## config.mk

```make
export PLATFORM = sky130hd
export DESIGN_NAME = jie_exec
export DESIGN_NICKNAME = d
export VERILOG_FILES = /design/src/jie_pkg.sv /design/src/jie_inc_alu.sv /design/src/jie_exec.sv
export SDC_FILE = /design/constraint.sdc
export NUM_CORES = 1
export LEC_CHECK = 0
export ABC_AREA = 0
export BUFFER_PORTS_ARGS = -buffer_cell sky130_fd_sc_hd__buf_2
export CAP_MARGIN = 5
export CORE_MARGIN = 2
export CORE_UTILIZATION = 52
export CTS_CLUSTER_SIZE = 14
export DETAILED_ROUTE_END_ITERATION = 12
export PLACE_DENSITY = 0.76
export SLEW_MARGIN = 20
export SYNTH_ARGS = -nofsm -noshare
export SYNTH_HDL_FRONTEND = slang
export SYNTH_SLANG_ARGS = --single-unit
```

## constraint.sdc

```tcl
create_clock -name ref_clk -period 2.4 [get_ports ref_clk]
set_input_delay 0.24 -clock ref_clk [delete_from_list [all_inputs] [get_ports ref_clk]]
set_output_delay 0.24 -clock ref_clk [all_outputs]
set_load 0.05 [all_outputs]
```

## src/jie_pkg.sv

```systemverilog
package jie_pkg;

  // ==========================================================
  // quarter cycles and opcodes
  typedef enum logic [1:0] {
    Q1 = 2'b00,
    Q2 = 2'b01,
    Q3 = 2'b10,
    Q4 = 2'b11
  } jie_q_t;

  typedef enum logic [2:0] {
    OP_IDLE = 3'b000,
    OP_NOP  = 3'b001,
    OP_JMP1 = 3'b010,
    OP_JMP2 = 3'b011,
    OP_INC  = 3'b100
  } jie_op_t;

  localparam logic [7:0]  JMP1_PFX   = 8'hEF;
  localparam logic [3:0]  JMP2_PFX   = 4'hF;
  localparam logic [5:0]  INC_PFX    = 6'h0A;
  localparam int          INC_D_BIT  = 9;
  localparam int          INC_A_BIT  = 8;
  localparam logic [7:0]  IDX_LIMIT  = 8'h5F;
  localparam logic [7:0]  ACC_SPLIT  = 8'h60;
  localparam logic [3:0]  ACC_HI     = 4'hF;
  localparam logic [20:0] PC_STEP    = 21'h000002;
  localparam logic [20:0] PC_RST     = 21'h000000;

  // ==========================================================
  // register map, byte addresses
  localparam logic [5:0] REG_CTRL  = 6'h00;
  localparam logic [5:0] REG_BANK  = 6'h04;
  localparam logic [5:0] REG_WACC  = 6'h08;
  localparam logic [5:0] REG_FLAGS = 6'h0C;
  localparam logic [5:0] REG_IDXL  = 6'h10;
  localparam logic [5:0] REG_IDXH  = 6'h14;
  localparam logic [5:0] REG_PCL   = 6'h18;
  localparam logic [5:0] REG_PCH   = 6'h1C;
  localparam logic [5:0] REG_PCU   = 6'h20;

  localparam int         CTRL_RUN  = 0;
  localparam int         CTRL_EXT  = 1;
  localparam logic [1:0] CTRL_RST  = 2'h0;
  localparam logic [3:0] BANK_RST  = 4'h0;
  localparam logic [7:0] WACC_RST  = 8'h00;
  localparam logic [11:0] IDX_RST  = 12'h000;

  // ==========================================================
  // carriers
  typedef struct packed {
    logic n;
    logic ov;
    logic z;
    logic dc;
    logic c;
  } jie_flags_t;

  localparam jie_flags_t FLAGS_RST = 5'h00;

  typedef struct packed {
    logic        rd;
    logic        wr;
    logic [11:0] addr;
    logic [7:0]  wdata;
  } jie_fr_req_t;

  localparam jie_fr_req_t FR_RST = 22'h000000;

endpackage

```

## src/jie_inc_alu.sv

```systemverilog
`timescale 1ns/1ps
module jie_inc_alu (
  // operand
  input  wire logic [7:0]         opnd,
  // sum and flags
  output logic [7:0]              sum,
  output jie_pkg::jie_flags_t     flags
);
  import jie_pkg::*;

  // ==========================================================
  // add one
  logic [8:0] wide;

  always_comb begin
    wide     = {1'b0, opnd} + 9'h001;
    sum      = wide[7:0];
    flags.c  = wide[8];
    flags.dc = (opnd[3:0] == 4'hF);
    flags.z  = (wide[7:0] == 8'h00);
    flags.n  = wide[7];
    flags.ov = (opnd == 8'h7F);
  end

endmodule // jie_inc_alu

```

## src/jie_exec.sv

```systemverilog
`timescale 1ns/1ps
module jie_exec (
  // clock and reset
  input  wire logic                 ref_clk,
  input  wire logic                 rst_n,
  // register port
  input  wire logic [5:0]           reg_addr,
  input  wire logic [7:0]           reg_wdata,
  input  wire logic                 reg_wr,
  input  wire logic                 reg_rd,
  output logic [7:0]                reg_rdata_ff,
  // program fetch
  output logic [20:0]               prog_addr_ff,
  input  wire logic [15:0]          prog_data,
  // file register port
  output jie_pkg::jie_fr_req_t      fr_req_ff,
  input  wire logic [7:0]           fr_rdata
);
  import jie_pkg::*;

  // ==========================================================
  // state
  jie_q_t      q_ff,     nxt_q;
  jie_op_t     op_ff,    nxt_op;
  logic        pend_ff,  nxt_pend;
  logic [15:0] ir_ff,    nxt_ir;
  logic [7:0]  klo_ff,   nxt_klo;
  logic [20:0] pc_ff,    nxt_pc;
  logic [7:0]  res_ff,   nxt_res;
  jie_flags_t  rflg_ff,  nxt_rflg;
  logic [1:0]  ctrl_ff,  nxt_ctrl;
  logic [3:0]  bank_ff,  nxt_bank;
  logic [7:0]  wacc_ff,  nxt_wacc;
  jie_flags_t  flags_ff, nxt_flags;
  logic [11:0] idx_ff,   nxt_idx;
  logic [20:0] nxt_paddr;
  logic [7:0]  nxt_rdata;
  jie_fr_req_t nxt_fr;

  logic [7:0]  alu_sum;
  jie_flags_t  alu_flg;
  logic [7:0]  f_lit;
  logic [11:0] eff_addr;

  // ==========================================================
  // incrementer
  jie_inc_alu u_alu (
    .opnd  (fr_rdata),
    .sum   (alu_sum),
    .flags (alu_flg)
  );

  // ==========================================================
  // operand address
  always_comb begin
    f_lit = prog_data[7:0];
    if (prog_data[INC_A_BIT]) begin
      eff_addr = {bank_ff, f_lit};
    end else if (ctrl_ff[CTRL_EXT] && (f_lit <= IDX_LIMIT)) begin
      eff_addr = 12'(idx_ff + {4'h0, f_lit});
    end else if (f_lit < ACC_SPLIT) begin
      eff_addr = {4'h0, f_lit};
    end else begin
      eff_addr = {ACC_HI, f_lit};
    end
  end

  // ==========================================================
  // next state
  always_comb begin
    nxt_q     = jie_q_t'(q_ff + 2'h1);
    nxt_op    = op_ff;
    nxt_pend  = pend_ff;
    nxt_ir    = ir_ff;
    nxt_klo   = klo_ff;
    nxt_pc    = pc_ff;
    nxt_res   = res_ff;
    nxt_rflg  = rflg_ff;
    nxt_ctrl  = ctrl_ff;
    nxt_bank  = bank_ff;
    nxt_wacc  = wacc_ff;
    nxt_flags = flags_ff;
    nxt_idx   = idx_ff;
    nxt_paddr = prog_addr_ff;
    nxt_fr    = fr_req_ff;
    nxt_fr.rd = 1'b0;
    nxt_fr.wr = 1'b0;
    nxt_rdata = 8'h00;

    // software side
    if (reg_wr) begin
      unique case (reg_addr)
        REG_CTRL:  nxt_ctrl  = reg_wdata[1:0];
        REG_BANK:  nxt_bank  = reg_wdata[3:0];
        REG_WACC:  nxt_wacc  = reg_wdata;
        REG_FLAGS: nxt_flags = reg_wdata[4:0];
        REG_IDXL:  nxt_idx   = {idx_ff[11:8], reg_wdata};
        REG_IDXH:  nxt_idx   = {reg_wdata[3:0], idx_ff[7:0]};
        default:   nxt_ctrl  = ctrl_ff;
      endcase
    end
    if (reg_rd) begin
      unique case (reg_addr)
        REG_CTRL:  nxt_rdata = {6'h00, ctrl_ff};
        REG_BANK:  nxt_rdata = {4'h0, bank_ff};
        REG_WACC:  nxt_rdata = wacc_ff;
        REG_FLAGS: nxt_rdata = {3'h0, flags_ff};
        REG_IDXL:  nxt_rdata = idx_ff[7:0];
        REG_IDXH:  nxt_rdata = {4'h0, idx_ff[11:8]};
        REG_PCL:   nxt_rdata = pc_ff[7:0];
        REG_PCH:   nxt_rdata = pc_ff[15:8];
        REG_PCU:   nxt_rdata = {3'h0, pc_ff[20:16]};
        default:   nxt_rdata = 8'h00;
      endcase
    end

    // quarter-cycle sequencing, core wins over software
    unique case (q_ff)
      Q1: begin
        if (pend_ff) begin
          nxt_op   = OP_JMP2;
          nxt_pend = 1'b0;
        end else if (!ctrl_ff[CTRL_RUN]) begin
          nxt_op = OP_IDLE;
        end else begin
          nxt_ir = prog_data;
          if (prog_data[15:8] == JMP1_PFX) begin
            nxt_op    = OP_JMP1;
            nxt_paddr = 21'(pc_ff + PC_STEP);
          end else if (prog_data[15:10] == INC_PFX) begin
            nxt_op      = OP_INC;
            nxt_fr.rd   = 1'b1;
            nxt_fr.addr = eff_addr;
          end else begin
            nxt_op = OP_NOP;
          end
        end
      end
      Q2: begin
        if (op_ff == OP_JMP1) begin
          nxt_klo = ir_ff[7:0];
        end
      end
      Q3: begin
        if (op_ff == OP_INC) begin
          nxt_res      = alu_sum;
          nxt_rflg     = alu_flg;
          nxt_fr.wr    = ir_ff[INC_D_BIT];
          nxt_fr.wdata = alu_sum;
        end
      end
      Q4: begin
        unique case (op_ff)
          OP_JMP1: begin
            nxt_pc   = {prog_data[11:0], klo_ff, 1'b0};
            nxt_pend = 1'b1;
          end
          OP_INC: begin
            if (!ir_ff[INC_D_BIT]) begin
              nxt_wacc = res_ff;
            end
            nxt_flags = rflg_ff;
            nxt_pc    = 21'(pc_ff + PC_STEP);
          end
          OP_NOP: nxt_pc = 21'(pc_ff + PC_STEP);
          OP_JMP2, OP_IDLE: nxt_pc = pc_ff;
          default: nxt_pc = pc_ff;
        endcase
        nxt_paddr = nxt_pc;
      end
    endcase
  end

  // ==========================================================
  // registers
  always_ff @(posedge ref_clk) begin
    if (!rst_n) begin
      q_ff         <= Q1;
      op_ff        <= OP_IDLE;
      pend_ff      <= 1'b0;
      ir_ff        <= 16'h0000;
      klo_ff       <= 8'h00;
      pc_ff        <= PC_RST;
      res_ff       <= 8'h00;
      rflg_ff      <= FLAGS_RST;
      ctrl_ff      <= CTRL_RST;
      bank_ff      <= BANK_RST;
      wacc_ff      <= WACC_RST;
      flags_ff     <= FLAGS_RST;
      idx_ff       <= IDX_RST;
      prog_addr_ff <= PC_RST;
      fr_req_ff    <= FR_RST;
      reg_rdata_ff <= 8'h00;
    end else begin
      q_ff         <= nxt_q;
      op_ff        <= nxt_op;
      pend_ff      <= nxt_pend;
      ir_ff        <= nxt_ir;
      klo_ff       <= nxt_klo;
      pc_ff        <= nxt_pc;
      res_ff       <= nxt_res;
      rflg_ff      <= nxt_rflg;
      ctrl_ff      <= nxt_ctrl;
      bank_ff      <= nxt_bank;
      wacc_ff      <= nxt_wacc;
      flags_ff     <= nxt_flags;
      idx_ff       <= nxt_idx;
      prog_addr_ff <= nxt_paddr;
      fr_req_ff    <= nxt_fr;
      reg_rdata_ff <= nxt_rdata;
    end
  end
endmodule // jie_exec

```

# == Word-level counts from Yosys, hierarchy flattened ==
# Index checks and enable logic that the tools add are counted.
# totals
out_inout_bits,51
regBits,132
word_cells,107
inputBits,42
# op_classes
n_reduce_logical,19
bitwise_logic,7
n_addsub,4
n_eq_ne,22
muxes,26
magnitude_cmp,2
# ops
op,n
21-bit one-hot mux with 2 select lines,2
8-bit one-hot mux with 9 select lines,1
21-bit 2-to-1 mux,3
8-bit 2-to-1 mux,5
12-bit 2-to-1 mux,3
6-bit by 5-bit == test with 1-bit output (second input constant),4
12-bit one-hot mux with 2 select lines,1
21-bit by 2-bit adder with 21-bit output (second input constant),1
5-bit 2-to-1 mux,4
6-bit by 4-bit == test with 1-bit output (second input constant),3
12-bit by 8-bit adder with 12-bit output,1
3-bit 2-to-1 mux,4
2-bit AND reduction,6
3-bit AND reduction,4
8-bit by 1-bit adder with 9-bit output (second input constant),1
8-bit by 7-bit == test with 1-bit output (second input constant),1
8-bit == test (second input constant),1
8-bit by 7-bit less-or-equal comparator with 1-bit output (second input constant),1
8-bit logical NOT,1
8-bit by 7-bit less-than comparator with 1-bit output (second input constant),1
2-bit inequality test (second input constant),4
1-bit inverter,7
6-bit by 3-bit == test with 1-bit output (second input constant),1
6-bit == test (second input constant),1
17 further kinds,19

# == Depth between registers and ports, before layout ==
# Gate-level depths: netlist of run 1.
# logic_depth
ltp_word,6
depth_mapped,9
depth_no_buf,8

# == Cells and area by module ==
# A second synthesis of run 1 with hierarchy kept.
# hier_totals
cells_unflattened,874
hier_area_um2,6990.5
# by_module_without_submodules
module,cells_each,n_inst,area_per_inst_um2
jie_exec,851,1,6806.5
jie_inc_alu,23,1,183.9

# == Worst setup path after synthesis of run 1 ==
# No wires, ideal clock.
# synth_path
kind,register -> register
start,register pc_ff[1]
end,register pc_ff[17]
arrival_time_ns,2.196
path_stages_with_launch,8
period_less_slack_ns,2.256
path_slack_ns,0.144
setup_time_ns,0.060
path_cell_list,dfxtp_1 > ha_1 > nand3_4 > or4_1 > buf_2 > or4_4 > nand2_1 > o221a_1
# synth_between
elab_chain_len,2
# synth_lines
item,line_no,text
start: declaration,jie_exec.sv:28,"logic [20:0] pc_ff, nxt_pc;"
start signal: assignment,jie_exec.sv:200,pc_ff <= nxt_pc;
21-bit by 2-bit adder with 21-bit output,"jie_exec.sv:163, jie_exec.sv:165",
21-bit one-hot mux with 2 select lines,jie_exec.sv:153,unique case (op_ff)
# No other way between the ends.
# A chain may end at the register's enable or synchronous reset.

# == Final worst setup path of run 1 ==
# layout_path
start,register idx_ff[0]
end,register fr_req_ff[18] (netlist bit)
# layout_between
elab_chain_len,3
# layout_lines
item,line_no,text
start: declaration,jie_exec.sv:35,"logic [11:0] idx_ff, nxt_idx;"
start signal: assignment,jie_exec.sv:207,idx_ff <= nxt_idx;
12-bit by 8-bit adder with 12-bit output,jie_exec.sv:60,"eff_addr = 12'(idx_ff + {4'h0, f_lit});"
12-bit 2-to-1 mux,jie_exec.sv:59,end else if (ctrl_ff[CTRL_EXT] && (f_lit <= IDX_LIMIT)) begin
12-bit 2-to-1 mux,jie_exec.sv:57,if (prog_data[INC_A_BIT]) begin
end signal: assignment,jie_exec.sv:209,fr_req_ff <= nxt_fr;
end: declaration,jie_exec.sv:16,"output jie_pkg::jie_fr_req_t fr_req_ff,"
# No other way between the ends.

==> results of run 1 <==
==> layout make-up <==
cell class,instances,area share (%)
tap,176,2.64
inverter,17,0.765
clock inverter,15,2.76
sequential,130,31.2
timing repair buffer,138,9.81
clock buffer,17,5.10
multi-input combinational,647,47.7
==> routing by layer <==
metal | part of all wire [%] | GRT usage (%) | up-vias
met5 | 0 | 0 | -
met4 | 4.6 | 14.1 | 0
met3 | 8.6 | 6.66 | 82
met2 | 46 | 48.7 | 362
met1 | 41 | 39.5 | 3341
li1 | - | - | 3371
==> state kept, by name, indices dropped and copies added (netlist names), 5 cells and up <==
signal and count:
wacc_ff 8, flags_ff 5, klo_ff 8, fr_req_ff 14, reg_rdata_ff 8, pc_ff 21, idx_ff 12, ir_ff 9
prog_addr_ff 21, res_ff 8
==> synth_stat cells, drive strengths merged (6+ instances only) <==
library cell  count
dfxtp           130
nand2           100
nor2             81
a21oi            78
o21ai            52
clkbuf           45
nand3            41
mux2i            28
buf              21
nor3             21
xnor2            17
a221oi           16
a311oi           16
inv              16
ha               14
a31oi            12
o31ai            12
and3             11
a211oi           10
nand4             9
nor2b             9
nor4              8
o211ai            8
a21o              6
a221o             6
and4              6
o22ai             6
or3               6
==> final timing paths <==
| check | start | to | slack, ps | depth (start not counted) |
|---|---|---|---|---|
| worst max-delay path | idx_ff[0] | fr_req_ff[18] | 200 | 8 |
| worst min register to register | prog_addr_ff[6] | prog_addr_ff[6] | 450 | 2 |
| worst max register to register | idx_ff[0] | fr_req_ff[18] | 200 | 8 |
| worst min-delay path | fr_rdata[0] | res_ff[0] | 50 | 2 |
==> power by group through the flow <==
| stage | logic (mW) | clock network [mW] | registers [mW] |
|---|---|---|---|
| finish | 0.519 | 2.89 | 2.22 |
| global route | 0.557 | 3.02 | 2.22 |
| CTS | 0.505 | 2.91 | 2.22 |
| detailed placement | 0.502 | 0 | 2.27 |
| global placement | 0.499 | 0 | 2.27 |
| floorplan | 0.287 | 0 | 2.28 |
==> logic make-up after synthesis <==
| logic type | after synthesis | synth area share [%] |
|---|---|---|
| compound gates | 264 | 25.3 |
| xor+xnor | 21 | 2.66 |
| fa+ha+maj | 15 | 2.82 |
| buf+inv | 83 | 4.98 |
| flops | 130 | 37.7 |
| mux | 28 | 4.06 |
| simple gates | 319 | 22.5 |
==> through the flow <==
step	cells	hold WS, ps	util (%)	power [mW]
after floorplan	860	336	-	2.56
after global placement	1108	436	58.7	2.77
after detailed placement	1108	441	58.7	2.77
after CTS	1140	41.5	63.7	5.64
after global routing	1140	53.2	63.7	5.80
final	1140	54.2	63.7	5.63
==> timing repair <==
action	4_1_cts	5_1_grt
endpoints found under the hold margin	0	0
gates resized for setup	0	2
endpoints found under the setup margin	0	2
==> impl_metrics.env, run 1 <==
export IMPL_avgSynthCellArea_um2=8.04
export IMPL_placed_area_um2=7680
export IMPL_worstPathRequired_ps=2740
export IMPL_crit_slowest_cell="fa_1"
export IMPL_critPathTopFamily="compound AO/OA/AOI/OAI gates"
export IMPL_h_tree_depth=4
export IMPL_period_minus_slack_ps=2200
export IMPL_arrival_ps=2540
export IMPL_mostFrequentLayoutCells="130 x dfxtp_1, 100 x nand2_1, 92 x buf_2, 81 x nor2_1, 78 x a21oi_1"
export IMPL_crit_fanout=4
export IMPL_path_cells="ha_1 -> inv_1 -> fa_1 -> nor2b_1 -> o2111ai_1 -> a311oi_2 -> xnor2_1 -> o32ai_1"
export IMPL_outcome="finished, final reports clean"
export IMPL_mostFrequentLayoutCell="dfxtp_1"
export IMPL_peakVddDrop_mv=0.432
export IMPL_synth_distinct_cells=68
export IMPL_yosys_warnings=0
export IMPL_overflow=0
export IMPL_die_x_um=119
export IMPL_multiInputGateArea_um2=3980
export IMPL_finalHoldViolCount=0
export IMPL_synth_edff_count=0
export IMPL_pwr_share_comb_pct=9.2
export IMPL_antenna_found_initial=0
export IMPL_postCtsSetupRepairBufs=0
export IMPL_finalCritPeriodShare_pct=91.8
export IMPL_final_layout_size_suffix_gt1_share_pct=19.2
export IMPL_first_global_vias=6612
export IMPL_intPower_mw=4.22
export IMPL_synth_ff_type="dfxtp_1"
export IMPL_start_kind="flop"
export IMPL_grt_pass1_wl_mm=34.2
export IMPL_tns_ps=0
export IMPL_synth_top_area_cell="dfxtp_1"
export IMPL_syn_num_nets=917
export IMPL_synth_area_top_cells="dfxtp_1 38%, a21oi_1 5.6%, nand2_1 5.4%"
export IMPL_path_clk_slew_ps=60
export IMPL_wl_mm=21.5
export IMPL_io_buffer_count=92
export IMPL_p_switching_mw=1.41
export IMPL_wl_per_cell_um=18.8
export IMPL_setup_viol_count_final=0
export IMPL_firstDrtPassIters=7
export IMPL_n_fill_cell=1114
export IMPL_seqPwrFrac_pct=39.5
export IMPL_vias=7156
export IMPL_synth_cells=860
export IMPL_cts_root_buf="clkbuf_16"
export IMPL_setup_slack_ps=197
export IMPL_synth_async_reset_ratio_pct=0
export IMPL_critPathKind="reg2reg"
export IMPL_area_sequential_um2=2600
export IMPL_area_growth_pct=20.6
export IMPL_critPathMaxStageDelay_ps=400
export IMPL_pre_cts_ws_ps=178
export IMPL_clk_latency_ps=430
export IMPL_rows=42
export IMPL_clk_path_buf_depth=2
export IMPL_fp_dieArea_um2=14200
export IMPL_first_iter_violations=800
export IMPL_switching_share_pct=25.1
export IMPL_max_cap_viol_count=0
export IMPL_yosys_register_bits=130
export IMPL_p_leak_nw=3.23
export IMPL_drtAntennaViolNets=0
export IMPL_worst_pin_slew_ps=646
export IMPL_grt_max_degree=86
export IMPL_postLayoutCellArea_um2=8340
export IMPL_routabilityCongestion=1.04
export IMPL_initial_core_util_pct=52.8
export IMPL_clkPwrFrac_pct=51.3
export IMPL_path_buf_inv=1
export IMPL_vias_per_cell=6.28
export IMPL_io_pins=93
export IMPL_n_antenna_cell=0
export IMPL_layout_nets=1008
export IMPL_final_max_slew_viol_count=0
export IMPL_die_h_um=119
export IMPL_slew_headroom_pct=56.6
export IMPL_tritoncts="built"
export IMPL_clock_skew_ps=11.5
export IMPL_drc=0
export IMPL_timing_fmax_mhz=454
export IMPL_cts_buffers=17
export IMPL_yosysSeqAreaShare_pct=37.7
export IMPL_cellPowerDensity_nw_per_um2=675
export IMPL_clock_sinks=130
export IMPL_synth_top_cell_area_share_pct=37.7
export IMPL_hp_class="in2reg"
export IMPL_hold_buffers=0
export IMPL_grtUsageTotal_pct=30.5
export IMPL_worstSetupEndpointType="flop"
export IMPL_coreArea_um2=13100
export IMPL_synth_area_um2=6910
export IMPL_dpl_hpwl_mm=15.4
No activity file was read; power rests on OpenSTA's default activity.
==> inputs of run 2 (changes only) <==
Clock period 2.4 ns to 1.96 ns, I/O delays scaled along.
==> impl_metrics.env, run 2 (synthesis results as in run 1) <==
export IMPL_fin_worst_hold_slack_ps=8.64
export IMPL_path_clk_slew_ps=60
export IMPL_grt_busiest_layer="met2"
export IMPL_wl_per_cell_um=19.4
export IMPL_finalCritPeriodShare_pct=102
export IMPL_antenna_found_initial=0
export IMPL_p_total_mw=6.75
export IMPL_placed_area_um2=8100
export IMPL_n_fill_cell=1059
export IMPL_final_util_pct=68.2
export IMPL_clk_path_buf_depth=2
export IMPL_clock_sinks=130
export IMPL_period_minus_slack_ps=2000
export IMPL_vias=7419
export IMPL_coreArea_um2=13100
export IMPL_instances_no_fill=1190
export IMPL_dpl_cell_count=1151
export IMPL_p_leak_nw=3.50
export IMPL_use_met2_pct=50.4
export IMPL_violations="negative setup slack"
export IMPL_drc=0
export IMPL_overflow=0
export IMPL_wl_mm=23.1
export IMPL_start_kind="flop"
export IMPL_vias_per_cell=6.23
export IMPL_hp_class="in2reg"
export IMPL_grtUsageMet3_pct=6.90
export IMPL_tritoncts="built"
export IMPL_grt_max_degree=86
export IMPL_postLayoutCellArea_um2=8930
export IMPL_grtUsageTotal_pct=31.8
export IMPL_tns_ps=-35.9
export IMPL_die_h_um=119
export IMPL_clk_latency_ps=420
export IMPL_n_antenna_cell=0
export IMPL_fp_dieArea_um2=14200
export IMPL_setup_viol_count_final=1
export IMPL_peakVddDrop_mv=0.668
export IMPL_dpl_hpwl_mm=15.9
export IMPL_first_iter_violations=698
export IMPL_slew_headroom_pct=65.8
export IMPL_met1_usage_pct=40.3
export IMPL_first_global_vias=6890
export IMPL_clock_skew_ps=6.24
export IMPL_firstDrtPassIters=6
export IMPL_drtAntennaViolNets=0
export IMPL_area_sequential_um2=2610
export IMPL_cts_root_buf="clkbuf_16"
export IMPL_pre_cts_ws_ps=-76.6
export IMPL_top_regs="pc_ff: 21 flops, prog_addr_ff: 21 flops, fr_req_ff: 14 flops"
export IMPL_outcome="finished with violations"
export IMPL_multiInputGateArea_um2=4170
export IMPL_io_pins=93
export IMPL_h_tree_depth=4
export IMPL_area_growth_pct=29.2
export IMPL_layout_nets=1058
export IMPL_cellPowerDensity_nw_per_um2=756
export IMPL_routabilityCongestion=0.942
export IMPL_mostFrequentLayoutCells="125 x dfxtp_1, 99 x nand2_1, 92 x buf_2, 90 x buf_4, 81 x nor2_1"
export IMPL_initial_core_util_pct=52.8
export IMPL_grt_setup_unrepaired="true"
export IMPL_max_cap_viol_count=0
export IMPL_timing_fmax_mhz=501
export IMPL_io_buffer_count=92
export IMPL_worstPathRequired_ps=2330
export IMPL_arrival_ps=2370
export IMPL_final_layout_size_suffix_gt1_share_pct=26.4
export IMPL_crit_fanout=10
export IMPL_worst_pin_slew_ps=509
export IMPL_finalHoldViolCount=0
export IMPL_grt_pass1_wl_mm=35.3
export IMPL_worstSetupEndpointType="flop"
export IMPL_cts_buffers=17
export IMPL_setup_slack_ps=-35.9
export IMPL_die_x_um=119
export IMPL_final_max_slew_viol_count=0
export IMPL_rows=42
export IMPL_mostFrequentLayoutCell="dfxtp_1"
export IMPL_critPathKind="reg2reg"
run 2: cell type report:
cell class	count	share of cell area, %
clock buffers	20	5.23
inverters	17	0.757
flip-flops and latches	130	29.3
multi-input cells	647	46.6
clock inverters	12	1.74
well taps	176	2.47
repair buffers	187	13.8
repair inverters	1	0.0560
run 2: critical path: stages, from the launching register on:
cell	delay [ps]
dfxtp_1	340
inv_1	90
ha_1	170
and3b_1	210
buf_4	120
buf_4	160
and3_4	210
nor4bb_4	240
nor4b_4	280
a211o_1	130
run 2: worst paths after layout:
check                           depth (start not counted)            end  slack (ps)   startpoint
worst max-delay path                                    9  fr_req_ff[19]         -40      q_ff[1]
worst min-delay path                                    2      res_ff[0]           9  fr_rdata[0]
worst max register to register                          9  fr_req_ff[19]         -40      q_ff[1]
worst min register to register                          2      klo_ff[0]         450     ir_ff[0]
run 2: metal layers:
| metal | up-vias | wire, µm | part of all wire [%] |
|---|---|---|---|
| met2 | 404 | 10800 | 47 |
| li1 | 3465 | - | - |
| met1 | 3465 | 9330 | 40 |
| met4 | 0 | 1060 | 4.6 |
| met3 | 85 | 1950 | 8.4 |
| met5 | - | 0 | 0 |
run 2: what timing repair did:
| item | 4_1_cts | 5_1_grt |
|---|---|---|
| resized for setup | 5 | 33 |
| pin swaps | 1 | 12 |
| hold buffers | 0 | 0 |
| setup buffers | 0 | 6 |
| endpoints found under the setup margin | 5 | 26 |
| cloned | 0 | 1 |
run 2: power by group:
group          leakage, nW  total [mW]  internal [mW]  switching, mW
Sequential            1.05        2.71           2.68         0.0345
Clock                0.299        3.31           2.10           1.21
Combinational         2.15       0.728          0.268          0.460
Total                 3.50        6.75           5.05           1.71
